===== config.mk =====
export PLATFORM = sky130hd
export DESIGN_NAME = lpc_ctrl
export DESIGN_NICKNAME = d
export VERILOG_FILES = /design/src/logic/lpc_ctrl.v /design/src/logic/lpc_timer.v
export VERILOG_INCLUDE_DIRS = /design/src /design/src/include
export SDC_FILE = /design/constraint.sdc
export NUM_CORES = 1
export LEC_CHECK = 0
export BUFFER_PORTS_ARGS = -buffer_cell sky130_fd_sc_hd__clkbuf_2
export CAP_MARGIN = 20
export CELL_PAD_IN_SITES_DETAIL_PLACEMENT = 1
export CELL_PAD_IN_SITES_GLOBAL_PLACEMENT = 1
export CORE_UTILIZATION = 45
export CTS_CLUSTER_DIAMETER = 80
export DETAILED_ROUTE_END_ITERATION = 6
export GPL_TIMING_DRIVEN = 0
export PLACE_DENSITY = 0.76
export SETUP_SLACK_MARGIN = 0.05
export SYNTH_ARGS = -nofsm -noshare
export SYNTH_HDL_FRONTEND = slang
export SYNTH_HIERARCHICAL = 1
export SYNTH_SLANG_ARGS = --single-unit
export TNS_END_PERCENT = 50

===== constraint.sdc =====
create_clock -name i_clk_sys -period 3.85 [get_ports i_clk_sys]
set_input_delay 0.1925 -clock i_clk_sys [delete_from_list [all_inputs] [get_ports i_clk_sys]]
set_output_delay 0.1925 -clock i_clk_sys [all_outputs]
set_load 0.05 [all_outputs]

===== src/include/lpc_map.vh =====
// constants for the lpddr3 controller configuration layer
`ifndef LPC_MAP_VH
`define LPC_MAP_VH

// ----------------------------------------------------------------------------
// build-time option defaults and legal bounds
// ----------------------------------------------------------------------------
`define LPC_CS_W_DEF       1
`define LPC_CS_W_MAX       1
`define LPC_DQ_W_DEF       32
`define LPC_DQ_W_X16       16
`define LPC_DQ_W_X32       32
`define LPC_FREQ_DEF_MHZ   400
`define LPC_FREQ_MIN_MHZ   100
`define LPC_FREQ_MAX_MHZ   400
`define LPC_WR_DLY_DEF     1
`define LPC_WR_DLY_MIN     1
`define LPC_WR_DLY_MAX     2
`define LPC_REF_BURST_DEF  32
`define LPC_ONBOARD        1

// ----------------------------------------------------------------------------
// timing defaults in system clock cycles
// ----------------------------------------------------------------------------
`define LPC_T_W            16
`define LPC_T_CKE          16'h0004
`define LPC_T_MRW          16'h000a
`define LPC_T_RCD          16'h0008
`define LPC_T_RP_AB        16'h0009
`define LPC_T_RAS          16'h0011
`define LPC_T_RFC_AB       16'h0034
`define LPC_T_REFI_AB      16'h0618
`define LPC_T_WLMRD        16'h0028

// ----------------------------------------------------------------------------
// command codes and mode register fields
// ----------------------------------------------------------------------------
`define LPC_CMD_NOP        4'h0
`define LPC_CMD_MRW        4'h1
`define LPC_CMD_REF        4'h2
`define LPC_CMD_ACT        4'h3
`define LPC_CMD_WR         4'h4
`define LPC_CMD_PRE        4'h5
`define LPC_MR_ADDR_1      8'h01
`define LPC_MR_ADDR_2      8'h02
`define LPC_MR1_BL8        8'h03
`define LPC_MR2_WL_ON      8'h80
`define LPC_MR2_WL_OFF     8'h00

`endif


===== src/logic/lpc_ctrl.v =====
// lpddr3 controller core: option checks, bring-up, refresh and write pacing
// Operation
// - exactly one chip select is driven toward the memory.
// - one differential memory clock is driven per chip select.
// - one clock enable is driven per chip select.
// - the data bus is built sixteen or thirty-two bits wide to match the device organisation.
// - the memory clock frequency option is legal only from 100 MHz to 400 MHz.
// - a build option includes write leveling or skips it during bring-up.
// - static options are fixed at elaboration and cannot change at run time.
// - only memory soldered on the board is supported.
// - bring-up writes a fixed burst length of eight into mode register one.
// - without the external refresh port the controller issues refresh bursts on its own.
`timescale 1ns/1ps
`default_nettype none
`include "lpc_map.vh"
module lpc_ctrl #(
    parameter             CS_W       = `LPC_CS_W_DEF,
    parameter             DQ_W       = `LPC_DQ_W_DEF,
    parameter             FREQ_MHZ   = `LPC_FREQ_DEF_MHZ,
    parameter             MEM_TYPE   = `LPC_ONBOARD,
    parameter             WR_LVL_EN  = 1,
    parameter             WR_DELAY   = `LPC_WR_DLY_DEF,
    parameter             EXT_REF_EN = 0,
    parameter             REF_BURST  = `LPC_REF_BURST_DEF,
    parameter [31:0]      T_REF_INT  = `LPC_T_REFI_AB * `LPC_REF_BURST_DEF,
    parameter [15:0]      T_CKE      = `LPC_T_CKE,
    parameter [15:0]      T_MRW      = `LPC_T_MRW,
    parameter [15:0]      T_RCD      = `LPC_T_RCD,
    parameter [15:0]      T_RP       = `LPC_T_RP_AB,
    parameter [15:0]      T_RAS      = `LPC_T_RAS,
    parameter [15:0]      T_RFC      = `LPC_T_RFC_AB,
    parameter [15:0]      T_WLMRD    = `LPC_T_WLMRD
) (
    input  wire            i_clk_sys,
    input  wire            i_rstn,
    input  wire            i_ref_clk,
    input  wire            i_ext_ref_req,
    input  wire            i_wr_req,
    input  wire [DQ_W-1:0] i_wr_data,
    output reg  [CS_W-1:0] o_cs_n,
    output reg  [CS_W-1:0] o_ck_p,
    output reg  [CS_W-1:0] o_ck_n,
    output reg  [CS_W-1:0] o_cke,
    output reg  [3:0]      o_cmd,
    output reg  [7:0]      o_mr_addr,
    output reg  [7:0]      o_mr_data,
    output reg  [DQ_W-1:0] o_dq,
    output reg             o_dq_valid,
    output reg             o_wr_data_rdy,
    output reg             o_init_done,
    output reg             o_busy,
    output reg             o_cfg_err
);
    // ------------------------------------------------------------------------
    // option checks
    // ------------------------------------------------------------------------
    // options are parameters only, so nothing here can be changed by a running system
    localparam CFG_OK = (CS_W == `LPC_CS_W_MAX)
                      && (DQ_W == `LPC_DQ_W_X16 || DQ_W == `LPC_DQ_W_X32)
                      && (FREQ_MHZ >= `LPC_FREQ_MIN_MHZ)
                      && (FREQ_MHZ <= `LPC_FREQ_MAX_MHZ)
                      && (MEM_TYPE == `LPC_ONBOARD)
                      && (WR_DELAY >= `LPC_WR_DLY_MIN && WR_DELAY <= `LPC_WR_DLY_MAX);

    localparam [8:0] S_CKE  = 9'h001;
    localparam [8:0] S_MRW  = 9'h002;
    localparam [8:0] S_WLON = 9'h004;
    localparam [8:0] S_WLOF = 9'h008;
    localparam [8:0] S_IDLE = 9'h010;
    localparam [8:0] S_REF  = 9'h020;
    localparam [8:0] S_ACT  = 9'h040;
    localparam [8:0] S_WDAT = 9'h080;
    localparam [8:0] S_PRE  = 9'h100;

    // ------------------------------------------------------------------------
    // reference clock sampling and memory clock outputs
    // ------------------------------------------------------------------------
    reg ref_s1;
    reg ref_s2;

    always @(posedge i_clk_sys or negedge i_rstn) begin
        if (!i_rstn) begin
            ref_s1 <= 1'b0;
            ref_s2 <= 1'b0;
        end else begin
            ref_s1 <= i_ref_clk;
            ref_s2 <= ref_s1;
        end
    end

    reg [8:0]  state;
    reg        cke_on;
    reg        tload;
    reg [15:0] tval;
    wire       tdone;
    wire       twait_ok = tdone && !tload;
    wire       cke_start = (state == S_CKE) && CFG_OK && twait_ok;   // device must see cke high with the first mode write

    genvar g;
    generate
        for (g = 0; g < CS_W; g = g + 1) begin : g_cs
            always @(posedge i_clk_sys or negedge i_rstn) begin
                if (!i_rstn) begin
                    o_ck_p[g] <= 1'b0;
                    o_ck_n[g] <= 1'b1;
                    o_cke[g]  <= 1'b0;
                end else begin
                    o_ck_p[g] <= ref_s2;
                    o_ck_n[g] <= ~ref_s2;
                    o_cke[g]  <= cke_on || cke_start;
                end
            end
        end
    endgenerate

    lpc_timer #(
        .W       (`LPC_T_W)
    ) u_timer (
        .i_clk_sys (i_clk_sys),
        .i_rstn    (i_rstn),
        .i_load    (tload),
        .i_value   (tval),
        .o_done    (tdone)
    );

    // ------------------------------------------------------------------------
    // refresh scheduling
    // ------------------------------------------------------------------------
    reg [31:0] ref_cnt;
    reg [15:0] ref_left;
    reg        ext_pend;
    wire       ref_due = (EXT_REF_EN != 0) ? ext_pend : (ref_cnt >= T_REF_INT);

    always @(posedge i_clk_sys or negedge i_rstn) begin
        if (!i_rstn) begin
            ref_cnt  <= 32'h0000_0000;
            ext_pend <= 1'b0;
        end else begin
            if (state == S_REF) begin
                ref_cnt <= 32'h0000_0000;
            end else if (o_init_done && ref_cnt != 32'hffff_ffff) begin
                ref_cnt <= ref_cnt + 32'h0000_0001;
            end
            // a new request in the cycle the burst starts stays pending
            if (i_ext_ref_req) begin
                ext_pend <= 1'b1;
            end else if (state == S_IDLE && ref_due) begin
                ext_pend <= 1'b0;
            end
        end
    end

    // ------------------------------------------------------------------------
    // command sequencer
    // ------------------------------------------------------------------------
    reg [1:0] wr_cnt;

    always @(posedge i_clk_sys or negedge i_rstn) begin
        if (!i_rstn) begin
            state         <= S_CKE;
            cke_on        <= 1'b0;
            tload         <= 1'b1;
            tval          <= T_CKE;
            ref_left      <= 16'h0000;
            wr_cnt        <= 2'h0;
            o_cs_n        <= {CS_W{1'b1}};
            o_cmd         <= `LPC_CMD_NOP;
            o_mr_addr     <= 8'h00;
            o_mr_data     <= 8'h00;
            o_dq          <= {DQ_W{1'b0}};
            o_dq_valid    <= 1'b0;
            o_wr_data_rdy <= 1'b0;
            o_init_done   <= 1'b0;
            o_busy        <= 1'b1;
            o_cfg_err     <= 1'b0;
        end else begin
            tload         <= 1'b0;
            o_cs_n        <= {CS_W{1'b1}};
            o_cmd         <= `LPC_CMD_NOP;
            o_dq_valid    <= 1'b0;
            o_wr_data_rdy <= 1'b0;
            o_cfg_err     <= !CFG_OK;
            o_busy        <= (state != S_IDLE);
            case (state)
                S_CKE: begin
                    // an illegal build never leaves reset power-down
                    if (CFG_OK && twait_ok) begin
                        cke_on <= 1'b1;
                        o_cs_n <= {CS_W{1'b0}};
                        o_cmd  <= `LPC_CMD_MRW;
                        o_mr_addr <= `LPC_MR_ADDR_1;
                        o_mr_data <= `LPC_MR1_BL8;
                        tload  <= 1'b1;
                        tval   <= T_MRW;
                        state  <= S_MRW;
                    end
                end
                S_MRW: begin
                    if (twait_ok) begin
                        if (WR_LVL_EN != 0) begin
                            o_cs_n    <= {CS_W{1'b0}};
                            o_cmd     <= `LPC_CMD_MRW;
                            o_mr_addr <= `LPC_MR_ADDR_2;
                            o_mr_data <= `LPC_MR2_WL_ON;
                            tload     <= 1'b1;
                            tval      <= T_WLMRD;
                            state     <= S_WLON;
                        end else begin
                            o_init_done <= 1'b1;
                            state       <= S_IDLE;
                        end
                    end
                end
                S_WLON: begin
                    if (twait_ok) begin
                        o_cs_n    <= {CS_W{1'b0}};
                        o_cmd     <= `LPC_CMD_MRW;
                        o_mr_addr <= `LPC_MR_ADDR_2;
                        o_mr_data <= `LPC_MR2_WL_OFF;
                        tload     <= 1'b1;
                        tval      <= T_MRW;
                        state     <= S_WLOF;
                    end
                end
                S_WLOF: begin
                    if (twait_ok) begin
                        o_init_done <= 1'b1;
                        state       <= S_IDLE;
                    end
                end
                S_IDLE: begin
                    // refresh takes priority over a waiting write
                    if (ref_due) begin
                        ref_left <= REF_BURST[15:0];
                        state    <= S_REF;
                    end else if (i_wr_req) begin
                        o_cs_n <= {CS_W{1'b0}};
                        o_cmd  <= `LPC_CMD_ACT;
                        tload  <= 1'b1;
                        tval   <= T_RCD;
                        state  <= S_ACT;
                    end
                end
                S_REF: begin
                    if (twait_ok) begin
                        if (ref_left == 16'h0000) begin
                            state <= S_IDLE;
                        end else begin
                            o_cs_n   <= {CS_W{1'b0}};
                            o_cmd    <= `LPC_CMD_REF;
                            ref_left <= ref_left - 16'h0001;
                            tload    <= 1'b1;
                            tval     <= T_RFC;
                        end
                    end
                end
                S_ACT: begin
                    if (twait_ok) begin
                        o_wr_data_rdy <= 1'b1;
                        wr_cnt        <= 2'h0;
                        tload         <= 1'b1;
                        tval          <= T_RAS;
                        state         <= S_WDAT;
                    end
                end
                S_WDAT: begin
                    // data is sampled exactly WR_DELAY cycles after the ready pulse
                    if (wr_cnt == WR_DELAY[1:0] - 2'h1) begin
                        o_dq       <= i_wr_data;
                        o_dq_valid <= 1'b1;
                        o_cs_n     <= {CS_W{1'b0}};
                        o_cmd      <= `LPC_CMD_WR;
                        wr_cnt     <= 2'h3;
                    end else if (wr_cnt != 2'h3) begin
                        wr_cnt <= wr_cnt + 2'h1;
                    end else if (twait_ok) begin
                        o_cs_n <= {CS_W{1'b0}};
                        o_cmd  <= `LPC_CMD_PRE;
                        tload  <= 1'b1;
                        tval   <= T_RP;
                        state  <= S_PRE;
                    end
                end
                S_PRE: begin
                    if (twait_ok) begin
                        state <= S_IDLE;
                    end
                end
                default: begin
                    state <= S_CKE;
                end
            endcase
        end
    end
endmodule // lpc_ctrl
`default_nettype wire


===== src/logic/lpc_timer.v =====
// down counter that paces waits between memory commands
`timescale 1ns/1ps
`default_nettype none
module lpc_timer #(
    parameter W = 16
) (
    input  wire         i_clk_sys,
    input  wire         i_rstn,
    input  wire         i_load,
    input  wire [W-1:0] i_value,
    output wire         o_done
);
    reg [W-1:0] cnt;

    always @(posedge i_clk_sys or negedge i_rstn) begin
        if (!i_rstn) begin
            cnt <= {W{1'b0}};
        end else if (i_load) begin
            cnt <= i_value;
        end else if (cnt != {W{1'b0}}) begin
            cnt <= cnt - {{(W-1){1'b0}}, 1'b1};
        end
    end

    assign o_done = (cnt == {W{1'b0}});
endmodule // lpc_timer
`default_nettype wire


Word level (Yosys, flattened, before mapping):

Cells that the tools add are included.

* memories: 0
* output and inout port bits: 61
* memory bits (writable): 0
* bits in read-only memories: 0
* bits of input ports: 37
* logic and storage cells: 159
* latch bits: 0
* register bits: 155

* bitwise operators: 1
* muxes and demuxes: 71
* divide/modulo/power cells: 0
* reduce and logical (&&, ||, !) cells: 30
* equality and inequality tests: 30
* add/sub/neg operators: 4
* shift-type cells: 0
* multiply operators: 0
* $lt $le $gt $ge: 1

Operators by type and width (number)
* 16-bit 2-to-1 mux: 15
* 9-bit 2-to-1 mux: 12
* 16-bit case mux with 6 select lines: 1
* 9-bit case mux with 8 select lines: 1
* 32-bit 2-to-1 mux: 2
* 8-bit 2-to-1 mux: 5
* 32-bit by 1-bit adder with 32-bit output (second input constant): 1
* 32-bit by 16-bit >= comparator with 1-bit output (second input constant): 1
* 16-bit zero test: 2
* 32-bit inequality test (second input constant): 1
* 16-bit case mux with 2 select lines: 1
* 16-bit by 1-bit subtractor with 16-bit output (second input constant): 2
* 2-bit inequality test (second input constant): 13
* 8-bit case mux with 3 select lines: 1
* 11-bit AND reduction: 2
* 1-bit 2-to-1 mux: 18
* 8-bit case mux with 2 select lines: 1
* 16-bit nonzero test: 1
* 2-bit 2-to-1 mux: 7
* 3-bit case mux with 4 select lines: 1
* 2-bit nonzero test: 5
* 9-bit by 1-bit == test with 1-bit output (second input constant): 1
* 9-bit by 2-bit == test with 1-bit output (second input constant): 1
* 9-bit by 3-bit == test with 1-bit output (second input constant): 1
* 26 further kinds: 41

Longest topological paths before layout:

* depth after elaboration: 6
* mapped depth: 12
* depth with buffers taken out: 10

Cells and area by module:

The synthesis kept the hierarchy.

By module, submodules not included
* lpc_ctrl: cells each 567, instances 1, sequential area each 2910.3 µm², area each 5843.1 µm²
* lpc_timer: cells each 104, instances 1, sequential area each 400.4 µm², area each 959.7 µm²

Worst setup path after synthesis:

OpenSTA, ideal clock, no wires.

* kind: reg2reg
* start point: reg u_timer.cnt[0]
* end point: reg tval[3]
* stages on the path, launching flop included: 12
* arrival time: 2.884 ns
* path buffers: 2
* required time: 3.725 ns
* clock period less this slack: 3.009 ns
* slack: 0.841 ns
* setup time: 0.125 ns
* path through: dfrtp_1 -> inv_1 -> ha_1 -> or3b_1 -> buf_2 -> nand4b_4 -> nor2_8 -> nor2b_1 -> clkbuf_1 -> o21ai_1 -> a2111oi_4 -> mux2_2

* word-level cells in the longest chain between the ends: 4
* elaborated cells on any way between the ends: 8
* those cells by class: eq/ne (5); reduce/logical (3)

RTL lines
* from (decl): RTL line lpc_timer.v:13 `reg [W-1:0] cnt;`
* from (signal assigned): RTL line lpc_timer.v:17 `cnt <= {W{1'b0}};`
* from (signal assigned): RTL line lpc_timer.v:19 `cnt <= i_value;`
* from (signal assigned): RTL line lpc_timer.v:21 `cnt <= cnt - {{(W-1){1'b0}}, 1'b1};`
* 16-bit zero test (*): RTL line lpc_timer.v:25 `assign o_done = (cnt == {W{1'b0}});`
* via tdone: RTL line lpc_ctrl.v:95 `wire tdone;`
* 1-bit logical AND (*): RTL line lpc_ctrl.v:96 `wire twait_ok = tdone && !tload;`
* 2-bit by 1-bit inequality test with 1-bit output (no source line) / 2-bit inequality test (equally long branches)
* 11-bit AND reduction (no source line) (*)
* to (signal assigned): RTL line lpc_ctrl.v:163 `tval <= T_CKE;`
* to (signal assigned): RTL line lpc_ctrl.v:194 `tval <= T_MRW;`
* to (signal assigned): RTL line lpc_ctrl.v:206 `tval <= T_WLMRD;`
* to (decl): RTL line lpc_ctrl.v:94 `reg [15:0] tval;`

Mark *: on every way through the listed nets, which the timed path passes. The rest lies on a longest branch.
A chain may end at the register's enable or synchronous reset.

Worst setup path after layout:

* start point: reg u_timer.cnt[0]
* end point: reg tval[4]

The elaborated chain is that of the path after synthesis.

==> results.md <==
- ANT nets after route: 0
- Req. time, crit path: 4.15 ns
- Clock power share: 40.1%
- NetSw: 1230 uW
- Slew margin rel.: 27.2%
- CTS clk-pin slew, worst paths: 0.06 ns
- Most frequent cells in the layout: dfrtp_1, clkbuf_2, nand2_1
- Hold path startpoint: i_wr_data[31]
- Most common cell after layout, fill and taps aside: dfrtp_1
- CTS tree: yes
- VDD IR max: 360 uV
- H-tree depth: 4
- Vias in the first global route: 6059
- Post-cts sizing count: 0
- Primary FF master, synth: dfrtp_1
- Clock period minus worst slack: 3.48 ns
- Fmax: 288 MHz
- Die X: 125 um
- Share of post-route cells with drive strength above 1: 23.7%
- Die height: 125 um
- Net Sw Frac: 29.8%
- Power Dens Cells: 498 mW/mm2
- Routed wire length per instance: 18.5 um
- Max-cap violations: 0
- Io pins: 98
- Root buf cell: clkbuf_16
- Status: finished with violations
- Synth unique cells: 67
- Final slew viol count: 0
- DRT Wirelength: 18.7 mm
- Setup crit start: u_timer/cnt[0]
- DR iter-0 viols: 342
- DR DRC count: 24
- Crit Path Category: flip-flop to flip-flop
- Final period util: 90.3%
- RSZ-0062 raised after global routing: no
- Leakage power total: 0.00374 uW
- Least-Margin Pin Slew: 1.08 ns
- Total GRT Usage: 25.4%
- Sequential power share: 38.6%
- Post-synth EDFFs: 0
- Pre-Repair DR Iteration Count: 7
- Synth async-reset ratio: 100%
- Max FO, Critical Path: 9
- Fin nets: 852
- Min Hold Slack: 0.0143 ns
- Core ar.: 0.0146 mm2
- Congestion Overflow GR: 0
- Critical path startpoint category: flip-flop
- Bufs on Longest Clock Path: 2
- Initial Utilization: 46.5%
- Final setup fails: 0
- Combinational power share: 21.3%
- First-pass GRT wire length: 31.5 mm
- Reg-to-Reg Start: u_timer/cnt[0]
- Vias: 5758
- Fin Clk Skew: 0.0112 ns
- Die area: 0.0156 mm2
- Vias per inst: 5.71
- # diodes: 0
- Worst Setup End Kind: flip-flop
- HPWL Detailed: 12.7 mm
- Syn-to-layout area delta: 22.3%
- Largest net degree at the start of global routing: 74
- Clock latency on the worst-skew pair: 0.42 ns
- Internal power: 2900 uW
- Initial antenna violation count: 0
- Hold Crit Class: input pin to flip-flop
- Syn Std Cell Area: 0.00680 mm2
- CTS Sinks: 132
- Yosys reg bits: 132
- PortBufs: 83
- # rows: 44
- YS warnings: 6
- Cell count after synthesis: 671
- Sequential area share after synthesis: 48.7%
- Failing checks: DRC
- Syn avg cell area: 10.1 um2
- Num CTS Buffers: 17
- CP arrival: 3.77 ns
- Routability Congestion: 0.842
- Setup_tns: 0 ns
- Fin. Hold Viols: 0
state kept, by name, indices dropped and copies added (netlist names), 2 cells and up:
| name | count |
|---|---|
| wr_cnt | 2 |
| o_dq | 32 |
| ref_left | 16 |
| o_mr_data | 2 |
| u_timer/cnt | 16 |
| tval | 6 |
| ref_cnt | 32 |
| o_mr_addr | 2 |
| state | 9 |
| o_cmd | 3 |
worst max-delay path, stage by stage (launching register included):
cell and delay [ns]:
dfrtp_1 0.41, inv_1 0.11, ha_1 0.19, or3b_1 0.35, buf_2 0.16, nand4b_4 0.25
nor2_8 0.18, nor2b_1 0.15, clkbuf_1 0.40, o21ai_1 0.20, a2111oi_4 0.38, buf_4 0.22
mux2_2 0.35
final timing paths:
path	end	slack, ns	depth (start not counted)
setup / recovery	tval[4]	0.37	12
hold / removal	o_dq[31]	0.01	2
setup reg to reg	tval[4]	0.37	12
hold reg to reg	ref_s2	0.36	0
max in group asynchronous	tload	2.74	3
min in group asynchronous	u_timer/cnt[10]	0.34	2
synth_stat cells, drive strengths merged (3+ instances only):
cell type / number / area [um2]
nand2b: 10 / 62.6
or4: 29 / 218
nor4b: 3 / 41.3
nand4: 14 / 87.6
or2: 4 / 25.0
nand4b: 3 / 41.3
mux2: 40 / 450
mux2i: 8 / 80.1
and2: 3 / 18.8
clkbuf: 27 / 101
o311ai: 5 / 43.8
nor3: 19 / 110
or3: 18 / 113
dfstp: 6 / 158
a21oi: 41 / 205
o31ai: 26 / 195
o211ai: 8 / 60.1
ha: 4 / 50.1
a31oi: 4 / 25.0
o21ai: 34 / 170
inv: 20 / 75.1
nor2: 28 / 121
nand3: 30 / 150
and4: 7 / 61.3
xnor2: 11 / 96.3
nand2: 51 / 191
and3: 7 / 43.8
o31a: 3 / 26.3
nand3b: 3 / 22.5
nor4: 15 / 106
a211oi: 5 / 37.5
nor2b: 3 / 18.8
xor2: 3 / 26.3
buf: 21 / 143
dfrtp: 126 / 3150
a21o: 4 / 30.0
o21a: 4 / 30.0
per-layer routing:
layer | wire [um] | global-route usage [%] | vias up
li1 | - | - | 2759
met1 | 7880 | 30.6 | 2882
met2 | 9960 | 46.1 | 98
met3 | 634 | 5.09 | 19
met4 | 218 | 7.25 | 0
met5 | 0 | 0 | -
power by group through the flow:
| stage | clock network (uW) | logic (uW) | registers (uW) |
|---|---|---|---|
| after global routing | 1740 | 963 | 1610 |
| after global placement | 0 | 805 | 1610 |
| after detailed placement | 0 | 834 | 1620 |
| after floorplan | 0 | 554 | 1680 |
| after CTS | 1690 | 852 | 1600 |
| final | 1660 | 882 | 1600 |
through the flow:
| stage | instances | instance area, um2 | setup WS [ns] | total power, uW | utilization, % |
|---|---|---|---|---|---|
| 4_1_cts | 1006 | 8300 | 0.262 | 4140 | 56.7 |
| 5_1_grt | 1008 | 8320 | 0.0930 | 4320 | 56.8 |
| 2_1_floorplan | 693 | 6890 | 0.841 | 2230 | - |
| 6_report | 1008 | 8320 | 0.375 | 4140 | 56.8 |
| 3_3_place_gp | 960 | 7530 | 0.313 | 2410 | 51.4 |
| 3_5_place_dp | 961 | 7570 | 0.256 | 2450 | 51.7 |
area by class of cell:
| class | count | area [um2] |
|---|---|---|
| Clock inverter | 11 | 154 |
| Tap cell | 184 | 230 |
| Timing Repair Buffer | 99 | 597 |
| Multi-Input combinational cell | 491 | 3250 |
| Inverter | 22 | 82.6 |
| Fill cell | 1672 | 6330 |
| Clock buffer | 21 | 450 |
| Sequential cell | 132 | 3310 |
| Buffer | 48 | 244 |
cell families after synthesis:
family | share of synthesized area, %
other | 0.0551
buffers and inverters | 4.80
muxes | 7.80
adders and majority gates | 0.736
DFF | 48.7
AOI/OAI and AO/OA | 14.2
and+or+nand+nor | 22.0
xor gates and xnor gates | 1.80
timing repair:
action / 4_1_cts / 5_1_grt
setup endpoints to repair: 0 / 2
hold endpoints to repair: 70 / 0
buffers inserted: 0 / 2
hold buffers: 13 / 0
(Power assumes the default switching activity.)
